[src/pkg/sar_ctl_defines.svh]
// Purpose: constants for the successive-approximation conversion control
// Assumes: 40 MHz system clock
// Notes:   definitions only
`ifndef SAR_CTL_DEFINES_SVH
`define SAR_CTL_DEFINES_SVH
`define SAR_RES_BITS       8
`define SAR_DIV_RATIO      8
`define SAR_FULL_SCALE     8'hFF
`define SAR_RESULT_RESET   8'h00
`define SAR_CONVERSION_DONE_N_SHORT_NS  300
`define SAR_CLK_NS         25
`define SAR_CONVERSION_DONE_N_SHORT_CYC ((`SAR_CONVERSION_DONE_N_SHORT_NS) / (`SAR_CLK_NS))
`endif

[src/pkg/sar_ctl_pkg.sv]
// Purpose: types for the conversion control
// Assumes: constants come from sar_ctl_defines.svh
// Notes:   none
package sar_ctl_pkg;
  typedef logic [7:0] sample_type;
  typedef enum logic [1:0] {st_idle, st_hold, st_arm, st_conv} phase_type;
endpackage : sar_ctl_pkg

[src/pkg/tick_if.sv]
// Purpose: carries the internal clock enable between modules
// Assumes: one clock domain
// Notes:   tick is one system cycle wide
`timescale 1ns/10ps
interface tick_if;
  logic tick;
  logic restart;
  modport src (output tick, input restart);
  modport dst (input tick, output restart);
endinterface : tick_if

[src/core/sar_adc_conversion_control.sv]
// Purpose: sequencing and bus logic of an 8-bit successive-approx converter
// Assumes: i_cmp_high is the comparator answer for the trial code o_trial
// Notes:   data bus is two signals; host drives tri-state from enable
// Functional notes
// [RL1] eight MSB-first comparisons, latch, then interrupt
// [RL2] straight binary, all ones full scale
// [RL3] new start aborts running conversion
// [RL4] done output tied to start runs continuously
// [RL5] start falling edge clears approximation and shifter
// [RL6] chip select and start low holds reset
// [RL7] conversion begins 1 to 8 periods after release
// [RL8] start flop clears shifter, interrupt, loads entry
// [RL9] start flop cleared by tick after release
// [RL10] internal sequencing at one eighth clock
// [RL11] marker exit transfers result, then sets interrupt
// [RL12] interrupt set pulse lasts eight clock periods
// [RL13] free-run restart cuts interrupt to about 300 ns; the code cuts it after three clock periods, 75 ns
// [RL14] chip select and read clear interrupt, drive data
// [RL15] host pulses start once after power-up
// [RL16] host reads no sooner than eight periods after
// [RL17] conversion starts on start strobe rising edge
// [RL18] outputs high impedance unless chip select and read
`timescale 1ns/10ps
`include "sar_ctl_defines.svh"
module sar_adc_conversion_control #(
  parameter int BITS = `SAR_RES_BITS
) (
  // clock and reset
  input  wire logic                   i_clk,
  input  wire logic                   i_rstn,
  // host strobes, active low, asynchronous pins
  input  wire logic                   i_cs_n,
  input  wire logic                   i_start_n,
  input  wire logic                   i_rd_n,
  // analog side
  input  wire logic                   i_cmp_high,
  output logic [BITS-1:0]             o_trial,
  // host side
  output logic                        o_conversion_done_n,
  output sar_ctl_pkg::sample_type     o_data,
  output logic                        o_data_oe
);
  import sar_ctl_pkg::*;

  typedef struct packed {
    logic [1:0]      cs_s;
    logic [1:0]      st_s;
    logic [1:0]      rd_s;
    logic            st_prev;
    logic            start_ff;
    logic            shift_entry_flop;
    logic [BITS:0]   shifter;
    logic [BITS-1:0] approx_register;
    logic [BITS-1:0] trial;
    sample_type      result;
    logic            conversion_done_n_ff;
    logic            end_latch;
    logic            set_pend;
    logic [3:0]      set_cnt;
    logic            done_n;
    logic            oe;
    sample_type      dout;
    phase_type       phase;
  } ctl_type;

  ctl_type r, next_r;
  tick_if  tk ();

  initial begin
    if (BITS != `SAR_RES_BITS) $error("only 8-bit width supported");
    // set pulse count must fit the four-bit counter
    if (`SAR_DIV_RATIO > 15) $error("set pulse counter too narrow");
  end

  sar_tick_div #(.RATIO(`SAR_DIV_RATIO)) u_div (
    .i_clk  (i_clk),
    .i_rstn (i_rstn),
    .tk     (tk)
  );

  logic start_req;
  logic rd_req;
  logic marker_out;
  assign start_req  = !r.cs_s[1] && !r.st_s[1];
  assign rd_req     = !r.cs_s[1] && !r.rd_s[1];
  assign marker_out = r.shifter[BITS];
  // held start keeps the divider at phase zero, so release latency is bounded
  assign tk.restart = start_req; // RL7

  logic [BITS-1:0] next_approx_bit;
  logic [BITS-1:0] next_trial_bit;
  // per-bit search step: decide this bit, arm the next lower one
  for (genvar p = 0; p < BITS; p++) begin : g_bit
    assign next_approx_bit[p] = r.shifter[BITS-1-p] ? i_cmp_high
                                                    : r.approx_register[p];
    if (p == BITS - 1) begin : g_top
      assign next_trial_bit[p] = r.shifter[0] ? i_cmp_high : r.trial[p];
    end else begin : g_low
      assign next_trial_bit[p] = r.shifter[BITS-1-p] ? i_cmp_high
                               : r.shifter[BITS-2-p] ? 1'b1
                               : r.trial[p];
    end
  end

  always_comb begin
    next_r         = r;
    next_r.cs_s    = {r.cs_s[0], i_cs_n};
    next_r.st_s    = {r.st_s[0], i_start_n};
    next_r.rd_s    = {r.rd_s[0], i_rd_n};
    next_r.st_prev = r.st_s[1];
    // coarse phase of the converter, steers the search branch
    case (r.phase)
      st_idle: begin
        if (start_req) next_r.phase = st_hold;
      end
      st_hold: begin
        if (!start_req) next_r.phase = st_arm; // RL6
      end
      st_arm: begin
        if (start_req) begin
          next_r.phase = st_hold;
        end else if (tk.tick && r.start_ff) begin
          next_r.phase = st_conv; // RL7
        end
      end
      st_conv: begin
        if (start_req) begin
          next_r.phase = st_hold; // RL3
        end else if (tk.tick && marker_out) begin
          next_r.phase = st_idle;
        end
      end
      default: next_r.phase = st_idle;
    endcase
    // falling start edge wipes the search state
    if (r.st_prev && !r.st_s[1]) begin
      next_r.approx_register = '0; // RL5
      next_r.shifter         = '0; // RL5
    end
    if (start_req) begin
      // a running conversion is abandoned here
      next_r.start_ff         = 1'b1; // RL8 RL3
      next_r.shifter          = '0; // RL6
      next_r.approx_register  = '0; // RL6
      next_r.shift_entry_flop = 1'b1; // RL8
      next_r.conversion_done_n_ff          = 1'b0; // RL8
      next_r.end_latch        = 1'b0;
      next_r.set_pend         = 1'b0; // RL13
      next_r.set_cnt          = '0;
    end else if (tk.tick) begin
      if (r.start_ff) begin
        // gated tick clears start only once request is gone
        if (r.shift_entry_flop) begin
          next_r.start_ff = 1'b0; // RL9 RL17 RL7
          next_r.shifter  = {{BITS{1'b0}}, 1'b1};
          next_r.shift_entry_flop = 1'b0;
          next_r.approx_register  = '0;
          next_r.trial    = {1'b1, {(BITS-1){1'b0}}}; // RL1
        end
      end else if (r.phase == st_conv && |r.shifter[BITS-1:0]) begin
        // one comparison per internal tick, MSB first
        next_r.approx_register = next_approx_bit; // RL1
        next_r.trial           = next_trial_bit; // RL1
        next_r.shifter = {r.shifter[BITS-1:0], 1'b0}; // RL10
      end else if (marker_out) begin
        // result moves to output latch before interrupt
        next_r.result    = r.approx_register; // RL11 RL2
        next_r.shifter   = '0;
        next_r.end_latch = 1'b1;
      end else if (r.end_latch) begin
        next_r.end_latch = 1'b0;
        next_r.set_pend  = 1'b1; // RL11
        next_r.set_cnt   = 4'(`SAR_DIV_RATIO); // RL12
      end
    end
    // set pulse holds interrupt for eight external periods
    if (r.set_pend && !start_req) begin
      next_r.conversion_done_n_ff = 1'b1; // RL12
      if (r.set_cnt == 4'h1) begin
        next_r.set_pend = 1'b0;
      end
      next_r.set_cnt = r.set_cnt - 4'h1;
    end else if (rd_req && !start_req) begin
      next_r.conversion_done_n_ff = 1'b0; // RL14
    end
    next_r.done_n = !next_r.conversion_done_n_ff; // RL4 RL13
    next_r.oe     = rd_req; // RL14 RL18
    next_r.dout   = r.result; // RL14
  end

  always_ff @(posedge i_clk or negedge i_rstn) begin
    if (!i_rstn) begin
      r        <= '0;
      r.cs_s   <= 2'b11;
      r.st_s   <= 2'b11;
      r.rd_s   <= 2'b11;
      r.st_prev <= 1'b1;
      r.result <= `SAR_RESULT_RESET;
      r.done_n <= 1'b1;
    end else begin
      r <= next_r;
    end
  end

  assign o_conversion_done_n = r.done_n;
  assign o_data              = r.dout;
  assign o_data_oe           = r.oe;
  assign o_trial             = r.trial;
endmodule : sar_adc_conversion_control

[src/core/sar_tick_div.sv]
// Purpose: divide external clock by eight into an internal tick
// Assumes: restart is synchronous to i_clk
// Notes:   restart realigns phase so start latency stays bounded
`timescale 1ns/10ps
`include "sar_ctl_defines.svh"
module sar_tick_div #(
  parameter int RATIO = `SAR_DIV_RATIO
) (
  // clock and reset
  input  wire logic i_clk,
  input  wire logic i_rstn,
  // tick output
  tick_if.src       tk
);
  typedef struct packed {
    logic [$clog2(RATIO)-1:0] cnt;
    logic                     tick;
  } div_type;
  div_type r, next_r;
  initial begin
    if (RATIO < 2) $error("ratio too small");
  end
  always_comb begin
    next_r      = r;
    next_r.tick = 1'b0;
    if (tk.restart) begin
      // phase realigned while a start is held
      next_r.cnt = '0;
    end else if (r.cnt == $bits(r.cnt)'(RATIO - 1)) begin
      next_r.cnt  = '0;
      next_r.tick = 1'b1; // RL10
    end else begin
      next_r.cnt = r.cnt + 1'b1;
    end
  end
  always_ff @(posedge i_clk or negedge i_rstn) begin
    if (!i_rstn) r <= '0;
    else r <= next_r;
  end
  assign tk.tick = r.tick;
endmodule : sar_tick_div

[config.mk]
export PLATFORM = sky130hd
export DESIGN_NAME = sar_adc_conversion_control
export DESIGN_NICKNAME = d
export VERILOG_FILES = /design/src/pkg/sar_ctl_pkg.sv /design/src/pkg/tick_if.sv /design/src/core/sar_adc_conversion_control.sv /design/src/core/sar_tick_div.sv
export VERILOG_INCLUDE_DIRS = /design/src /design/src/pkg
export SDC_FILE = /design/constraint.sdc
export NUM_CORES = 1
export LEC_CHECK = 0
export ABC_AREA = 1
export BUFFER_PORTS_ARGS = -buffer_cell sky130_fd_sc_hd__buf_2
export CORE_ASPECT_RATIO = 1.75
export CORE_MARGIN = 4
export CORE_UTILIZATION = 52
export CTS_CLUSTER_SIZE = 10
export DETAILED_ROUTE_END_ITERATION = 12
export GPL_ROUTABILITY_DRIVEN = 1
export GPL_TIMING_DRIVEN = 0
export PLACE_DENSITY_LB_ADDON = 0.3
export SKIP_LAST_GASP = 1
export SYNTH_ARGS = -nofsm -noshare
export SYNTH_HDL_FRONTEND = slang
export SYNTH_SLANG_ARGS = --single-unit
[constraint.sdc]
create_clock -name i_clk -period 1.4 [get_ports i_clk]
set_clock_uncertainty 0.05 [all_clocks]
set_input_delay 0.14 -clock i_clk [delete_from_list [all_inputs] [get_ports i_clk]]
set_output_delay 0.14 -clock i_clk [all_outputs]
set_load 0.02 [all_outputs]
==> results.txt <==
- The run finished, with violations left.
- Violated checks: negative setup slack
- Initial drt markers: 258
* Root buffer cell: clkbuf_8
- The floorplan has 38 rows.
* Overflow left after global routing: 0
* Synthesized cell area: approximately 0.0033 mm²
* Final Util: 0.695
- In the post-route analysis, the smallest setup slack over all paths is -0.163 ns.
- Die area: 0.00781 mm²
* Number of instances on the worst hold path: 5
- Largest fanout on the critical path: 6
* Number of input and output port buffers inserted: 22
- In this run the worst hold path is classified as in2reg.
- Vertical die dimension: 114 µm
- Depth of the CTS H-tree: 3
- Measured against its own limit, the worst slew margin works out to 0.462.
- Final hold analysis gives a worst-case slack of 0.210 ns.
- Starting Density: 0.536
- Setup total negative slack: -4.43 ns
- Setup crit start kind: flop
- The floorplan step set the die width to ~70 µm.
- In this run the critical register-to-register path is launched from r[43]$_DFF_PN0_.
- Summed over all cells, the static leakage comes to about 0.0021 µW.
- The clock reaches the later pin of the worst-skew pair after 0.35 ns.
- For the worst flop-to-flop path, the logic depth is 8.
- In this run the most critical hold path is launched from i_cmp_high.
* MaxCap Viol Count: 0
* Total routing resource utilization after global routing: 0.242
* Core outline area: 0.00623 mm²
- Slew @ Worst Pin: 0.807 ns
- I/O pin count: 24
- Using the TritonRoute via totals, the vias-per-cell ratio works out to 5.48.
* Power Dens Cells: around 1400 mW/mm²
- The clock net in this run drives a total of 65 sinks.
* WP data arrival: 1.74 ns
* Layout Area Growth over Synthesis: 29.7%
* RSZ-0062 raised after global routing: true
- In the finished design, the share of the clock period the worst path needs comes to 1.12.
* Detail Route Antenna Nets: 0
- The number of slew-limit violations in the final report came to 0.
- Router iterations before antenna repair: 6
* Clock input transition at the sequential cells of the worst setup and hold paths: 0.08 ns
- After detailed placement, the total cell area comes to ~0.0036 mm².
- Avg Synthesized Cell Area: 8.24 µm²
- After filler insertion, the fill cell instance count of the layout stands at between 400 and 500.
- Counting I/O delays and the setup requirement, the final critical path takes 1.56 ns.
* Highest achievable clock rate: 640 MHz
- Number of register bits inferred by synthesis: between 60 and 70
- Drt total wl: 8560 µm
- Half-perimeter wire length after placement: around 5300 µm
- Number of global-route vias before repair: 2996
- At the end of the flow, the number of nets in the layout was 485.
* Number of buffers created by CTS: 9
- Synthesis produced a netlist whose cell count is 405.
- Start point of the critical path: r[43]$_DFF_PN0_
* Yosys cell types: 30
* Diodes inserted: 0
* Warning count from the yosys run: 0
- Final number of hold-violating endpoints: 0
- Top-area cell type share of the netlist area: 0.427
* # DRC: 0
- The biggest area contributor in the post-synthesis netlist is dfrtp_1.
* Synth area leaders: dfrtp_1 43%, nand2_1 9.3%, dfstp_2 6.3%, nand3_1 5.1%, nand4_1 4.9%
* Average wire per standard cell: 15.3 µm
- Of the cells placed in the final design, the portion with a size suffix greater than 1 is 0.354.
- For this run, the register share of the synthesized area comes to 0.490.
- Max Root-Sink Buffers: 2
- The initial antenna violation count was 0.
- STA puts the critical path data required time at about 1.6 ns.
* Critical path start-end classification: reg2reg
* Worst-case vdd ir drop: 0.741 mV
- The congestion estimate from routability-driven global placement came to approximately 0.94.
- TritonCTS built the clock tree.
- The worst setup path is captured at a flop.
- Counting every net in the synthesized netlist gives around 420.
- Vias after detailed routing: a little over 3000
- Entering global routing, the biggest net connects 66 pins.
- The first global-routing pass estimated 14000 µm of wire.
- Final setup violation count: 41
* Post-route standard cell area excluding fillers: 0.00433 mm²
==> cell usage in the layout (no fill, tap or decap), types with 8 or more instances in the layout <==
cell type / n
a21oi_1: 16
buf_2: 23
buf_4: 42
buf_6: 11
clkbuf_8: 10
dfrtp_1: 55
dfstp_2: 8
inv_1: 29
inv_2: 10
nand2_1: 68
nand2_2: 15
nand3_1: 31
nand4_1: 26
nor2_1: 28
nor3_1: 8
o21ai_0: 16
o21ai_1: 10
o21ai_2: 10
==> worst max-delay path, cell delays in order, from the launching register on <==
cell     delay [ns]
dfrtp_2        0.46
nor2_4         0.11
nand2_2        0.07
o21ai_4        0.21
buf_6          0.19
buf_12         0.12
o21ai_0        0.07
nand3_1        0.08
a21oi_1        0.07
==> through the flow <==
stage / setup WS, ns / power, µW / cells
4_1_cts: -0.117 / 6050 / 557
2_1_floorplan: -0.0270 / 3660 / 405
5_1_grt: -0.215 / 6490 / 560
3_5_place_dp: -0.335 / 4120 / 507
6_report: -0.163 / 6150 / 560
3_3_place_gp: -0.281 / 4070 / 507
==> logic make-up after synthesis <==
| group | synth area share |
|---|---|
| simple gates | 0.276 |
| fa+ha+maj | 0.0150 |
| buf+inv | 0.112 |
| flops | 0.490 |
| compound gates | 0.101 |
| xor+xnor | 0.00525 |
==> final timing paths <==
path                                                 to  slack, ns
worst max-delay path                    r[46]$_DFF_PN0_      -0.16
worst min-delay path             o_trial[5]$_DFFE_PN0P_       0.21
worst max register to register          r[46]$_DFF_PN0_      -0.16
worst min register to register          r[56]$_DFF_PN1_       0.31
max in group asynchronous       u_div.tk.tick$_DFF_PN0_       0.35
min in group asynchronous           o_data[6]$_DFF_PN0_       0.37
==> report_power, final <==
group	internal, µW	switching, µW	total, µW
Clock	691	727	1420
Sequential	2140	152	2290
Combinational	1010	1430	2440
==> synthesized netlist by cell type <==
master,count
a21oi_1,18
a31oi_1,1
buf_2,10
buf_4,17
buf_6,2
clkbuf_1,4
clkinv_1,1
clkinv_2,1
dfrtp_1,57
dfstp_2,8
ha_1,4
inv_1,38
inv_2,2
nand2_1,83
nand2_2,3
nand3_1,34
nand3_4,1
nand4_1,26
nor2_1,36
nor3_1,8
nor3_4,1
o211ai_1,2
o21ai_0,26
o21ai_1,2
o21ai_2,9
o22ai_1,1
or2_0,7
or2_2,1
xnor2_1,1
xor2_1,1
==> state kept, by name, summed over array words and instances (netlist names) <==
register and flops:
next_r 12, u_div.tk.tick 1, r 30, o_trial 8
u_div.r 3, o_data_oe 1, o_data 8, o_conversion_done_n 1
marker_out 1
==> layout make-up <==
class / count / area (µm²) / share of cell area
sequential: 65 / 1640 / 0.379
clock inverter: 4 / 28.8 / 0.00665
timing repair buffer: 59 / 497 / 0.115
buffer: 33 / 274 / 0.0633
multi-input combinational: 265 / 1470 / 0.341
clock buffer: 12 / 145 / 0.0335
tap: 80 / 100 / 0.0231
inverter: 42 / 170 / 0.0393
==> repair_timing <==
item	4_1_cts	5_1_grt
resized for setup	59	26
endpoints found under the hold margin	60	0
hold buffers	4	0
endpoints found under the setup margin	45	42
pin swaps	24	13
buffers inserted	27	3
gates cloned	3	0
==> metal layers <==
layer / routed length, µm / track usage
met1: 3080 / 0.248
met2: 4490 / 0.404
met3: 473 / 0.0493
met4: 524 / 0.193
met5: 0 / 0
Note: power is estimated with default switching activity, not from simulation.
